### src/include/sound_led_pkg.sv
// Constants, field layout and types of the sound-driven LED control block
package sound_led_pkg;
  // Register offsets
  localparam logic [7:0] ADDR_BUFFER_CTRL = 8'h46;
  localparam logic [7:0] ADDR_GAIN_PRECHARGE = 8'h47;
  localparam logic [7:0] ADDR_OUTPUT_CFG = 8'h48;
  localparam logic [7:0] ADDR_SINK_ROUTE = 8'h53;
  localparam logic [7:0] ADDR_RAMP_INPUT = 8'h55;
  // Reset values
  localparam logic [7:0] RST_BUFFER_CTRL = 8'h00;
  localparam logic [7:0] RST_GAIN_PRECHARGE = 8'h00;
  localparam logic [7:0] RST_OUTPUT_CFG = 8'h00;
  localparam logic [7:0] RST_SINK_ROUTE = 8'h00;
  localparam logic [7:0] RST_RAMP_INPUT = 8'h00;
  // Implemented bits; the rest read as zero
  localparam logic [7:0] MASK_BUFFER_CTRL = 8'hDD;
  localparam logic [7:0] MASK_GAIN_PRECHARGE = 8'hFF;
  localparam logic [7:0] MASK_OUTPUT_CFG = 8'h77;
  localparam logic [7:0] MASK_SINK_ROUTE = 8'hFF;
  localparam logic [7:0] MASK_RAMP_INPUT = 8'h3E;
  // Field positions
  localparam int BUF_ON_BIT = 0;
  localparam int COLOUR_LSB = 2;
  localparam int SPEED_DOWN_LSB = 6;
  localparam int GAIN_LSB = 0;
  localparam int AGC_LSB = 3;
  localparam int MAN_PRECHARGE_BIT = 6;
  localparam int PRECHARGE_DIS_BIT = 7;
  localparam int AMPLITUDE_LSB = 0;
  localparam int HV_EN_BIT = 4;
  localparam int COLOUR_EN_BIT = 5;
  localparam int GROUP_FOUR_EN_BIT = 6;
  localparam int SPEED_UP_LSB = 1;
  localparam int SOURCE_LSB = 4;
  // Timing
  localparam int CLK_FREQ_MHZ = 100;
  localparam int PRECHARGE_TIME_US = 300;
  localparam int PRECHARGE_CYCLES = PRECHARGE_TIME_US * CLK_FREQ_MHZ;
  localparam int RAMP_UNIT_MS = 50;
  localparam int FULL_SCALE = 255;
  localparam int RAMP_STEP_CYCLES = RAMP_UNIT_MS * 1000 * CLK_FREQ_MHZ / FULL_SCALE;
  localparam logic [5:0] DECAY_SLOW_SAMPLES = 6'h3F;
  localparam logic [5:0] DECAY_FAST_SAMPLES = 6'h07;
  localparam logic [7:0] NOISE_FLOOR = 8'h10;
  localparam logic [9:0] MIDSCALE = 10'h200;

  typedef enum logic [2:0] {
    AGC_OFF = 3'b000, AGC_NOISE_GATE = 3'b001, AGC_A_SLOW = 3'b010, AGC_A_FAST = 3'b011,
    AGC_B_SLOW = 3'b100, AGC_B_FAST = 3'b101, AGC_C_SLOW = 3'b110, AGC_C_FAST = 3'b111
  } agc_mode_type;
  typedef enum logic [1:0] {
    SRC_GROUP_THREE_SINK3 = 2'b00, SRC_BOOST_FEEDBACK_PIN = 2'b01,
    SRC_MULTIPURPOSE_PIN_ONE = 2'b10, SRC_MULTIPURPOSE_PIN_TWO = 2'b11
  } input_source_type;
  typedef enum logic [1:0] {
    ROUTE_OFF = 2'b00, ROUTE_CH_ONE = 2'b01, ROUTE_CH_TWO = 2'b10, ROUTE_CH_THREE = 2'b11
  } sink_route_type;
  typedef enum logic [1:0] {
    PRE_IDLE = 2'b00, PRE_AUTO = 2'b01, PRE_CONT = 2'b10, PRE_DONE = 2'b11
  } precharge_state_type;
  typedef struct packed {
    logic active;
    logic [7:0] level;
  } sink_drive_type;
endpackage

### src/design/sound_driven_led_control.sv
// Sound-driven LED control: configuration registers, AGC, colour mapping, ramps, routing
`timescale 1ns/1ps
module sound_driven_led_control #(
  parameter int PRECHARGE_CYCLES = sound_led_pkg::PRECHARGE_CYCLES,
  parameter int RAMP_STEP_CYCLES = sound_led_pkg::RAMP_STEP_CYCLES
) (
  input wire logic clk,
  input wire logic sys_rst,
  input wire logic [7:0] reg_addr,
  input wire logic reg_wr_en,
  input wire logic [7:0] reg_wr_data,
  input wire logic reg_rd_en,
  output logic [7:0] reg_rd_data,
  input wire logic [9:0] sample_data,
  input wire logic sample_valid,
  output logic sound_active,
  output logic converter_continuous,
  output logic buffer_enable,
  output logic [2:0] buffer_gain,
  output sound_led_pkg::input_source_type buffer_source,
  output logic buffer_precharge,
  output sound_led_pkg::sink_drive_type [2:0] hv_sinks,
  output sound_led_pkg::sink_drive_type [2:0] colour_sinks,
  output sound_led_pkg::sink_drive_type [2:0] group_four_sinks,
  output sound_led_pkg::sink_drive_type [3:0] group_three_sinks
);
  logic [7:0] buf_ctrl;
  logic [7:0] gain_cfg;
  logic [7:0] out_cfg;
  logic [7:0] route_cfg;
  logic [7:0] ramp_cfg;

  // Register writes; reserved bits are never stored
  always_ff @(posedge clk) begin
    if (sys_rst) begin
      buf_ctrl <= sound_led_pkg::RST_BUFFER_CTRL;
      gain_cfg <= sound_led_pkg::RST_GAIN_PRECHARGE;
      out_cfg <= sound_led_pkg::RST_OUTPUT_CFG;
      route_cfg <= sound_led_pkg::RST_SINK_ROUTE;
      ramp_cfg <= sound_led_pkg::RST_RAMP_INPUT;
    end else if (reg_wr_en) begin
      case (reg_addr)
        sound_led_pkg::ADDR_BUFFER_CTRL: buf_ctrl <= reg_wr_data & sound_led_pkg::MASK_BUFFER_CTRL;
        sound_led_pkg::ADDR_GAIN_PRECHARGE: gain_cfg <= reg_wr_data & sound_led_pkg::MASK_GAIN_PRECHARGE;
        sound_led_pkg::ADDR_OUTPUT_CFG: out_cfg <= reg_wr_data & sound_led_pkg::MASK_OUTPUT_CFG;
        sound_led_pkg::ADDR_SINK_ROUTE: route_cfg <= reg_wr_data & sound_led_pkg::MASK_SINK_ROUTE;
        sound_led_pkg::ADDR_RAMP_INPUT: ramp_cfg <= reg_wr_data & sound_led_pkg::MASK_RAMP_INPUT;
        default: ;
      endcase
    end
  end

  // Read data one cycle after the strobe; unmapped offsets read zero
  always_ff @(posedge clk) begin
    if (sys_rst) begin
      reg_rd_data <= 8'h00;
    end else if (reg_rd_en) begin
      case (reg_addr)
        sound_led_pkg::ADDR_BUFFER_CTRL: reg_rd_data <= buf_ctrl;
        sound_led_pkg::ADDR_GAIN_PRECHARGE: reg_rd_data <= gain_cfg;
        sound_led_pkg::ADDR_OUTPUT_CFG: reg_rd_data <= out_cfg;
        sound_led_pkg::ADDR_SINK_ROUTE: reg_rd_data <= route_cfg;
        sound_led_pkg::ADDR_RAMP_INPUT: reg_rd_data <= ramp_cfg;
        default: reg_rd_data <= 8'h00;
      endcase
    end
  end

  // Field views
  logic buf_on;
  logic man_precharge;
  logic precharge_dis;
  logic [2:0] colour_sel;
  logic [1:0] speed_down;
  logic [2:0] speed_up;
  logic [2:0] amp_code;
  sound_led_pkg::agc_mode_type agc_mode;
  logic any_enable;
  assign buf_on = buf_ctrl[sound_led_pkg::BUF_ON_BIT];
  assign colour_sel = buf_ctrl[sound_led_pkg::COLOUR_LSB +: 3];
  assign speed_down = buf_ctrl[sound_led_pkg::SPEED_DOWN_LSB +: 2];
  assign man_precharge = gain_cfg[sound_led_pkg::MAN_PRECHARGE_BIT];
  assign precharge_dis = gain_cfg[sound_led_pkg::PRECHARGE_DIS_BIT];
  assign agc_mode = sound_led_pkg::agc_mode_type'(gain_cfg[sound_led_pkg::AGC_LSB +: 3]);
  assign amp_code = out_cfg[sound_led_pkg::AMPLITUDE_LSB +: 3];
  assign speed_up = ramp_cfg[sound_led_pkg::SPEED_UP_LSB +: 3];
  assign any_enable = (|route_cfg) | out_cfg[sound_led_pkg::HV_EN_BIT]
    | out_cfg[sound_led_pkg::COLOUR_EN_BIT] | out_cfg[sound_led_pkg::GROUP_FOUR_EN_BIT];

  // Buffer control outputs
  always_ff @(posedge clk) begin
    if (sys_rst) begin
      sound_active <= 1'b0;
      converter_continuous <= 1'b0;
      buffer_enable <= 1'b0;
      buffer_gain <= 3'h0;
      buffer_source <= sound_led_pkg::SRC_GROUP_THREE_SINK3;
    end else begin
      sound_active <= any_enable;
      // Converter is claimed whole; other conversions must wait
      converter_continuous <= any_enable;
      buffer_enable <= buf_on;
      buffer_gain <= gain_cfg[sound_led_pkg::GAIN_LSB +: 3];
      buffer_source <= sound_led_pkg::input_source_type'(ramp_cfg[sound_led_pkg::SOURCE_LSB +: 2]);
    end
  end

  // Precharge sequencer
  sound_led_pkg::precharge_state_type pre_state;
  sound_led_pkg::precharge_state_type next_pre_state;
  logic [15:0] pre_count;
  always_comb begin
    next_pre_state = pre_state;
    case (pre_state)
      sound_led_pkg::PRE_IDLE:
        if (buf_on) begin
          if (precharge_dis) next_pre_state = sound_led_pkg::PRE_DONE;
          else if (man_precharge) next_pre_state = sound_led_pkg::PRE_CONT;
          else next_pre_state = sound_led_pkg::PRE_AUTO;
        end
      sound_led_pkg::PRE_AUTO:
        if (!buf_on) next_pre_state = sound_led_pkg::PRE_IDLE;
        else if (precharge_dis) next_pre_state = sound_led_pkg::PRE_DONE;
        else if (man_precharge) next_pre_state = sound_led_pkg::PRE_CONT;
        else if (pre_count == 16'h0000) next_pre_state = sound_led_pkg::PRE_DONE;
      sound_led_pkg::PRE_CONT:
        if (!buf_on) next_pre_state = sound_led_pkg::PRE_IDLE;
        else if (precharge_dis || !man_precharge) next_pre_state = sound_led_pkg::PRE_DONE;
      sound_led_pkg::PRE_DONE:
        if (!buf_on) next_pre_state = sound_led_pkg::PRE_IDLE;
        else if (man_precharge && !precharge_dis) next_pre_state = sound_led_pkg::PRE_CONT;
      default: next_pre_state = sound_led_pkg::PRE_IDLE;
    endcase
  end

  always_ff @(posedge clk) begin
    if (sys_rst) begin
      pre_state <= sound_led_pkg::PRE_IDLE;
      pre_count <= 16'h0000;
      buffer_precharge <= 1'b0;
    end else begin
      pre_state <= next_pre_state;
      if (pre_state != sound_led_pkg::PRE_AUTO) pre_count <= 16'(PRECHARGE_CYCLES - 1);
      else if (pre_count != 16'h0000) pre_count <= pre_count - 16'h0001;
      buffer_precharge <= (next_pre_state == sound_led_pkg::PRE_AUTO)
        || (next_pre_state == sound_led_pkg::PRE_CONT);
    end
  end

  // Amplitude detection: fast attack, decay paced by samples
  logic [9:0] offset_mag;
  logic [7:0] amp;
  logic [7:0] peak;
  logic [5:0] decay_count;
  logic [5:0] decay_limit;
  assign offset_mag = (sample_data >= sound_led_pkg::MIDSCALE) ? sample_data - sound_led_pkg::MIDSCALE
    : sound_led_pkg::MIDSCALE - sample_data;
  assign amp = offset_mag[9] ? 8'hFF : offset_mag[8:1];
  // Odd codes decay fast, even codes slow
  assign decay_limit = agc_mode[0] ? sound_led_pkg::DECAY_FAST_SAMPLES
    : sound_led_pkg::DECAY_SLOW_SAMPLES;

  always_ff @(posedge clk) begin
    if (sys_rst) begin
      peak <= 8'h00;
      decay_count <= 6'h00;
    end else if (sample_valid) begin
      if (amp >= peak) begin
        peak <= amp;
        decay_count <= 6'h00;
      end else if (decay_count >= decay_limit) begin
        peak <= peak - 8'h01;
        decay_count <= 6'h00;
      end else begin
        decay_count <= decay_count + 6'h01;
      end
    end
  end

  // Gain in eighths from curve and detected level
  logic [3:0] level;
  logic [5:0] gain;
  logic [13:0] product;
  logic [7:0] comp;
  assign level = peak[7:4];
  always_comb begin
    case (agc_mode)
      sound_led_pkg::AGC_OFF: gain = 6'h08;
      sound_led_pkg::AGC_NOISE_GATE: gain = (amp < sound_led_pkg::NOISE_FLOOR) ? 6'h00 : 6'h08;
      sound_led_pkg::AGC_A_SLOW, sound_led_pkg::AGC_A_FAST:
        gain = (level == 4'h0) ? 6'h00 : 6'h10 - {3'h0, level[3:1]};
      sound_led_pkg::AGC_B_SLOW, sound_led_pkg::AGC_B_FAST:
        gain = (level == 4'h0) ? 6'h00 : 6'h18 - {2'h0, level};
      sound_led_pkg::AGC_C_SLOW, sound_led_pkg::AGC_C_FAST:
        gain = (level == 4'h0) ? 6'h00 : 6'h20 - {2'h0, level} - {3'h0, level[3:1]};
      default: gain = 6'h08;
    endcase
  end
  assign product = {6'h00, amp} * {8'h00, gain};

  // Compressed amplitude, saturated to eight bits
  always_ff @(posedge clk) begin
    if (sys_rst) comp <= 8'h00;
    else if (sample_valid) comp <= (product[13:11] != 3'h0) ? 8'hFF : product[10:3];
  end

  // Output amplitude in sixteenths
  logic [4:0] pct16;
  logic [12:0] scaled_full;
  logic [7:0] scaled;
  always_comb begin
    case (amp_code)
      3'h0: pct16 = 5'h01;
      3'h1: pct16 = 5'h02;
      3'h2: pct16 = 5'h04;
      3'h3: pct16 = 5'h08;
      3'h4: pct16 = 5'h0C;
      3'h5: pct16 = 5'h0E;
      3'h6: pct16 = 5'h0F;
      default: pct16 = 5'h10;
    endcase
  end
  assign scaled_full = {5'h00, comp} * {8'h00, pct16};
  assign scaled = (scaled_full[12]) ? 8'hFF : scaled_full[11:4];

  // Colour mask: bit 2 feeds channel one, bit 1 channel two, bit 0 channel three
  logic [2:0] colour_mask;
  logic [7:0] target [3];
  always_comb begin
    if (colour_sel != 3'h0) begin
      colour_mask = colour_sel;
    end else begin
      case (comp[7:5])
        3'h0: colour_mask = 3'b000;
        3'h1: colour_mask = 3'b001;
        3'h2: colour_mask = 3'b010;
        3'h3: colour_mask = 3'b011;
        3'h4: colour_mask = 3'b110;
        3'h5: colour_mask = 3'b100;
        default: colour_mask = 3'b111;
      endcase
    end
  end
  assign target[0] = colour_mask[2] ? scaled : 8'h00;
  assign target[1] = colour_mask[1] ? scaled : 8'h00;
  assign target[2] = colour_mask[0] ? scaled : 8'h00;

  // Ramp pacing: one step unit is a 255th of the ramp-unit time of a full-scale ramp
  logic [4:0] up_units;
  logic [4:0] down_units;
  logic [15:0] step_count;
  logic ramp_tick;
  always_comb begin
    case (speed_up)
      3'h0: up_units = 5'h00;
      3'h1: up_units = 5'h01;
      3'h2: up_units = 5'h02;
      3'h3: up_units = 5'h03;
      3'h4: up_units = 5'h04;
      3'h5: up_units = 5'h05;
      3'h6: up_units = 5'h08;
      default: up_units = 5'h10;
    endcase
    case (speed_down)
      2'h0: down_units = 5'h00;
      2'h1: down_units = 5'h04;
      2'h2: down_units = 5'h08;
      default: down_units = 5'h10;
    endcase
  end
  assign ramp_tick = (step_count == 16'(RAMP_STEP_CYCLES - 1));
  always_ff @(posedge clk) begin
    if (sys_rst || ramp_tick) step_count <= 16'h0000;
    else step_count <= step_count + 16'h0001;
  end

  logic [7:0] filtered [3];
  logic [4:0] unit_count [3];
  for (genvar ch = 0; ch < 3; ch++) begin : g_ramp
    always_ff @(posedge clk) begin
      if (sys_rst) begin
        filtered[ch] <= 8'h00;
        unit_count[ch] <= 5'h00;
      end else if (filtered[ch] < target[ch]) begin
        if (up_units == 5'h00) begin
          filtered[ch] <= target[ch];
          unit_count[ch] <= 5'h00;
        end else if (ramp_tick) begin
          if (unit_count[ch] + 5'h01 >= up_units) begin
            filtered[ch] <= filtered[ch] + 8'h01;
            unit_count[ch] <= 5'h00;
          end else begin
            unit_count[ch] <= unit_count[ch] + 5'h01;
          end
        end
      end else if (filtered[ch] > target[ch]) begin
        if (down_units == 5'h00) begin
          filtered[ch] <= target[ch];
          unit_count[ch] <= 5'h00;
        end else if (ramp_tick) begin
          if (unit_count[ch] + 5'h01 >= down_units) begin
            filtered[ch] <= filtered[ch] - 8'h01;
            unit_count[ch] <= 5'h00;
          end else begin
            unit_count[ch] <= unit_count[ch] + 5'h01;
          end
        end
      end else begin
        unit_count[ch] <= 5'h00;
      end
    end
  end

  // Sink routing; fixed groups take channels one to three in order
  logic hv_en;
  logic colour_en;
  logic four_en;
  assign hv_en = out_cfg[sound_led_pkg::HV_EN_BIT];
  assign colour_en = out_cfg[sound_led_pkg::COLOUR_EN_BIT];
  assign four_en = out_cfg[sound_led_pkg::GROUP_FOUR_EN_BIT];
  // One process for the hv, colour and group-four outputs, one for group three, so no output has several writers
  always_ff @(posedge clk) begin
    for (int s = 0; s < 3; s++) begin
      if (sys_rst) begin
        hv_sinks[s] <= '0;
        colour_sinks[s] <= '0;
        group_four_sinks[s] <= '0;
      end else begin
        hv_sinks[s] <= {hv_en, hv_en ? filtered[s] : 8'h00};
        colour_sinks[s] <= {colour_en, colour_en ? filtered[s] : 8'h00};
        group_four_sinks[s] <= {four_en, four_en ? filtered[s] : 8'h00};
      end
    end
  end
  // Inactive sinks stay in their other modes; level shown as zero
  always_ff @(posedge clk) begin
    for (int g = 0; g < 4; g++) begin
      if (sys_rst) begin
        group_three_sinks[g] <= '0;
      end else begin
        case (sound_led_pkg::sink_route_type'(route_cfg[2 * g +: 2]))
          sound_led_pkg::ROUTE_CH_ONE: group_three_sinks[g] <= {1'b1, filtered[0]};
          sound_led_pkg::ROUTE_CH_TWO: group_three_sinks[g] <= {1'b1, filtered[1]};
          sound_led_pkg::ROUTE_CH_THREE: group_three_sinks[g] <= {1'b1, filtered[2]};
          default: group_three_sinks[g] <= {1'b0, 8'h00};
        endcase
      end
    end
  end

  a_precharge_disable: assert property (@(posedge clk) disable iff (sys_rst)
    precharge_dis |=> !buffer_precharge) else $error("precharge while disabled");
  a_precharge_manual: assert property (@(posedge clk) disable iff (sys_rst)
    buf_on && man_precharge && !precharge_dis |=> buffer_precharge) else $error("manual precharge missing");
  a_precharge_auto_start: assert property (@(posedge clk) disable iff (sys_rst)
    pre_state == sound_led_pkg::PRE_IDLE && buf_on && !man_precharge && !precharge_dis
    |=> buffer_precharge && pre_count == 16'(PRECHARGE_CYCLES - 1)) else $error("auto precharge not started");
  a_active_decode: assert property (@(posedge clk) disable iff (sys_rst)
    1'b1 |=> sound_active == $past(any_enable)) else $error("active flag mismatch");
  a_converter_claim: assert property (@(posedge clk) disable iff (sys_rst)
    $rose(any_enable) |=> converter_continuous ##1 converter_continuous || !$past(any_enable))
    else $error("converter not claimed");
  a_hv_off: assert property (@(posedge clk) disable iff (sys_rst)
    !hv_en |=> hv_sinks == '0) else $error("hv sinks driven while off");
  a_noise_gate: assert property (@(posedge clk) disable iff (sys_rst)
    agc_mode == sound_led_pkg::AGC_NOISE_GATE && sample_valid && amp < sound_led_pkg::NOISE_FLOOR
    |=> comp == 8'h00) else $error("noise not gated");
  a_full_amplitude: assert property (@(posedge clk) disable iff (sys_rst)
    amp_code == 3'h7 |-> scaled == comp) else $error("full amplitude not unity");
  a_single_red: assert property (@(posedge clk) disable iff (sys_rst)
    colour_sel == 3'b100 |-> target[1] == 8'h00 && target[2] == 8'h00) else $error("single colour leaks");
  a_sink1_ch3: assert property (@(posedge clk) disable iff (sys_rst)
    route_cfg[3:2] == 2'b11 |=> group_three_sinks[1] == {1'b1, $past(filtered[2])})
    else $error("sink1 route three wrong");
  a_rise_immediate: assert property (@(posedge clk) disable iff (sys_rst)
    up_units == 5'h00 && filtered[0] < target[0] |=> filtered[0] == $past(target[0]))
    else $error("immediate rise missing");
  a_fall_paced: assert property (@(posedge clk) disable iff (sys_rst)
    down_units != 5'h00 && filtered[0] > target[0] && !ramp_tick |=> filtered[0] == $past(filtered[0]))
    else $error("fall not paced");
endmodule

### config.mk
export PLATFORM = sky130hd
export DESIGN_NAME = sound_driven_led_control
export DESIGN_NICKNAME = d
export VERILOG_FILES = /design/src/include/sound_led_pkg.sv /design/src/design/sound_driven_led_control.sv
export SDC_FILE = /design/constraint.sdc
export NUM_CORES = 1
export LEC_CHECK = 0
export BUFFER_PORTS_ARGS = -buffer_cell sky130_fd_sc_hd__buf_2
export CAP_MARGIN = 20
export CELL_PAD_IN_SITES_DETAIL_PLACEMENT = 0
export CELL_PAD_IN_SITES_GLOBAL_PLACEMENT = 1
export CORE_ASPECT_RATIO = 1.2
export CORE_MARGIN = 2
export CORE_UTILIZATION = 25
export CTS_BUF_LIST = sky130_fd_sc_hd__clkbuf_16
export CTS_CLUSTER_DIAMETER = 50
export DETAILED_ROUTE_END_ITERATION = 12
export PLACE_DENSITY_LB_ADDON = 0.08
export SLEW_MARGIN = 20
export SYNTH_ARGS = -nofsm -noshare
export SYNTH_HDL_FRONTEND = slang
export SYNTH_SLANG_ARGS = --single-unit
export TNS_END_PERCENT = 20
### constraint.sdc
create_clock -name clk -period 13.46 [get_ports clk]
set_input_delay 2.019 -clock clk [delete_from_list [all_inputs] [get_ports clk]]
set_output_delay 2.019 -clock clk [all_outputs]
set_load 0.05 [all_outputs]
==> impl_metrics.py <==
metrics = {
    "finish": {
        "final_cells": 2768,
        "area.growth.synth_to_final_pct": 19.1,
        "layout.nets": 2108,
        "layout-drive-gt1-share": 0.174,
        "postLayoutCoreUtil": 0.300,
        "nFillCells": 6684,
        "antenna_cells": 0,
    },
    "grt": {
        "overflow": 0,
        "grtUsageTotal": 0.161,
        "antenna_found_initial": 4,
        "grt_first_pass_wirelength_um": 80800,
        "grt_pass1_vias": 13400,
        "grt_max_degree": 80,
    },
    "placed_design": {
        "dp_slack_ps": 5390,
        "io_buffers": 164,
        "dp_hpwl_um": 39900,
        "placedCellCount": 2687,
        "routabilityCongestion": 0.802,
    },
    "routing": {
        "viasPerCell": 4.80,
        "avgRoutedWirePerCell_um": 19.2,
        "num_vias": 13300,
        "drt-initial-drc-count": 615,
        "drt_pass1_iterations": 6,
        "drc": 0,
        "postRouteWirelength_um": 53100,
        "drtAntennaViolNets": 0,
    },
    "sta": {
        "rsz0062_at_grt": "false",
        "fin_crit_ps": 7630,
        "setup-tns-final_ps": 0,
        "hold_violations": 0,
        "min_period_over_period": 0.567,
        "worst_pin_slew_ps": 1070,
        "hold_ws_ps": 477,
        "fin_skew_ps": 34.7,
        "drv_slew": 0,
        "fin_ws_ps": 5830,
        "setup_violations": 0,
        "slew-limit-headroom": 0.279,
        "max_freq_ghz": 0.131,
    },
    "clocking": {
        "worstSkewPairLatency_ps": 590,
        "clockBufferDepth": 3,
        "cts_buffers": 44,
        "clockRootBuffer": "clkbuf_16",
        "cts_tree": "yes",
        "cts_setup_buffers": 0,
        "clk_pin_slew_ps": 60,
        "cts.sinks": 255,
        "cts_resized": 0,
        "hold_buffers": 0,
        "cts-htree-levels": 2,
    },
    "power": {
        "power.share.clock": 0.375,
        "p_comb_frac": 0.270,
        "seqPwrFrac": 0.354,
        "powerDensity_nw_per_um2": 154,
        "p_switching_mw": 1.10,
        "switching_share": 0.377,
        "p_int_mw": 1.81,
        "p_leak_nw": 8.17,
        "peakVddDrop_mv": 0.102,
    },
    "worst_hold_path": {
        "hp-class": "reg2reg",
        "hold_depth": 1,
    },
    "synthesis": {
        "synthArstFlopShare": 0,
        "yosysMostFrequentCell": "dfxtp_1",
        "syn_nets": 1978,
        "syn_area_um2": 15900,
        "avgSynthCellArea_um2": 8.91,
        "ys_top_cells_by_area": "dfxtp_1 (27%), ha_1 (9.9%), edfxtp_1 (7.4%)",
        "synthCells": 1779,
        "ys_seq_area_frac": 0.347,
        "ys.flop_type": "dfxtp_1",
        "synth_top_area_frac": 0.273,
        "synth-edff-count": 39,
        "ys_types": 98,
        "ys_warn_count": 0,
        "synth_top_area_cell": "dfxtp_1",
        "yosys-top-cells-count": "dfxtp_1 (216), nor2_1 (164), nand2_1 (161), ha_1 (125), inv_1 (102)",
        "ys_ff_latch": 255,
    },
    "critical_path": {
        "crit_path_max_incr_delay_ps": 690,
        "end_kind": "flop",
        "cp-start-kind": "flop",
        "cp_cell_sequence": "nand2_1 > xnor2_1 > nor2b_1 > fa_1 > inv_1 > fa_1 > fa_1 > inv_1 > ha_1 > and3_1 > o211ai_1 > o21ai_0 > o221ai_1 > xnor2_2 > or2_2 > nand2_1 > ha_1 > a21o_1 > a21o_2 > a21oi_1 > nand2_1 > a31oi_1 > nand4b_1 > or3b_2",
        "worstSetupPathType": "reg2reg",
        "path_depth": 24,
        "worstPathBufferInverterCount": 2,
        "crit_fanout": 16,
        "required_ps": 13750,
        "cp.arrival_ps": 7920,
        "cp_top_family": "adder cells",
        "critPathSlowestCell": "or3b_2",
        "reg2reg_depth": 24,
    },
    "flow_run": {
        "max_cap_viol_count": 0,
    },
    "floorplanning": {
        "die-area_um2": 65500,
        "die_h_um": 280,
        "core-area_um2": 63100,
        "initial_utilization": 0.251,
        "ios": 165,
        "die_w_um": 234,
        "num_rows": 101,
    },
    "status": {
        "status": "completed",
    },
}
==> power by group through the flow <==
stage	combinational (mW)	sequential, mW	clock [mW]
CTS	0.798	1.04	1.13
floorplan	0.640	0.921	0
global route	0.891	1.05	1.16
global placement	0.789	1.05	0
detailed placement	0.792	1.05	0
finish	0.787	1.03	1.09
==> final cells by class <==
cell class / count / area, µm² / area share
Multi-Input combinational cell: 1325 / 9580 / 0.507
Sequential cell: 255 / 5500 / 0.291
Clock buffer: 44 / 1100 / 0.0583
Tap cell: 824 / 1030 / 0.0546
Timing Repair Buffer: 181 / 951 / 0.0503
Inverter: 102 / 383 / 0.0203
Clock inverter: 37 / 344 / 0.0182
==> flip-flops by register name (all words and copies together), names as in the netlist, 6 cells and up <==
| name | cells |
|---|---|
| group_three_sinks | 36 |
| group_four_sinks | 25 |
| unit_count | 15 |
| filtered | 24 |
| peak | 8 |
| route_cfg | 8 |
| out_cfg | 6 |
| decay_count | 6 |
| gain_cfg | 8 |
| hv_sinks | 25 |
| pre_count | 16 |
| step_count | 16 |
| colour_sinks | 25 |
| comp | 8 |
| buf_ctrl | 6 |
| reg_rd_data | 8 |
==> final timing paths <==
kind,slack [ps],end,start
setup / recovery,5830,unit_count[1][4]$_SDFFCE_PP0P_,out_cfg[1]$_SDFFE_PP0P_
hold / removal,480,step_count[0]$_SDFF_PP0_,step_count[0]$_SDFF_PP0_
setup reg to reg,5830,unit_count[1][4]$_SDFFCE_PP0P_,out_cfg[1]$_SDFFE_PP0P_
hold reg to reg,480,step_count[0]$_SDFF_PP0_,step_count[0]$_SDFF_PP0_
==> per-stage QoR <==
stage | total power [mW] | instance area (µm²)
after CTS | 2.96 | 18900
after floorplan | 1.56 | 15900
final | 2.91 | 18900
after detailed placement | 1.84 | 17400
after global routing | 3.10 | 18900
after global placement | 1.84 | 17400
==> metal layers <==
layer | part of all wire | wire (µm) | up-vias | track usage
met5 | 0.00062 | 33 | - | 0
met4 | 0.032 | 1690 | 4 | 0.0537
met3 | 0.040 | 2140 | 93 | 0.0259
met2 | 0.51 | 27100 | 288 | 0.289
met1 | 0.42 | 22100 | 6421 | 0.195
li1 | - | - | 6487 | -
==> placed cells by master, fill, tap and decap left out, drive strengths merged, types with 7 or more instances in the layout <==
master,instances
o21ai,52
a211oi,14
clkinv,17
dfxtp,216
or3,15
nor2b,40
nand2,161
mux2i,29
o211ai,7
nand3,54
clkbuf,44
and3,17
buf,181
and2,102
a21oi,87
xor2,31
o22ai,11
nand4,21
fa,43
nor3,44
inv,113
nand2b,16
or2,17
edfxtp,39
nor4,14
clkinvlp,7
ha,125
a21o,24
a22oi,46
nor2,164
xnor2,43
mux2,33
==> cell families after synthesis <==
kind of cell | share of synthesized area
xor gates and xnor gates | 0.0409
buffers and inverters | 0.0502
muxes | 0.0432
DFF | 0.347
adders and majority gates | 0.153
and+or+nand+nor | 0.231
AOI/OAI and AO/OA | 0.135
Power figures use the tool's default switching activity.
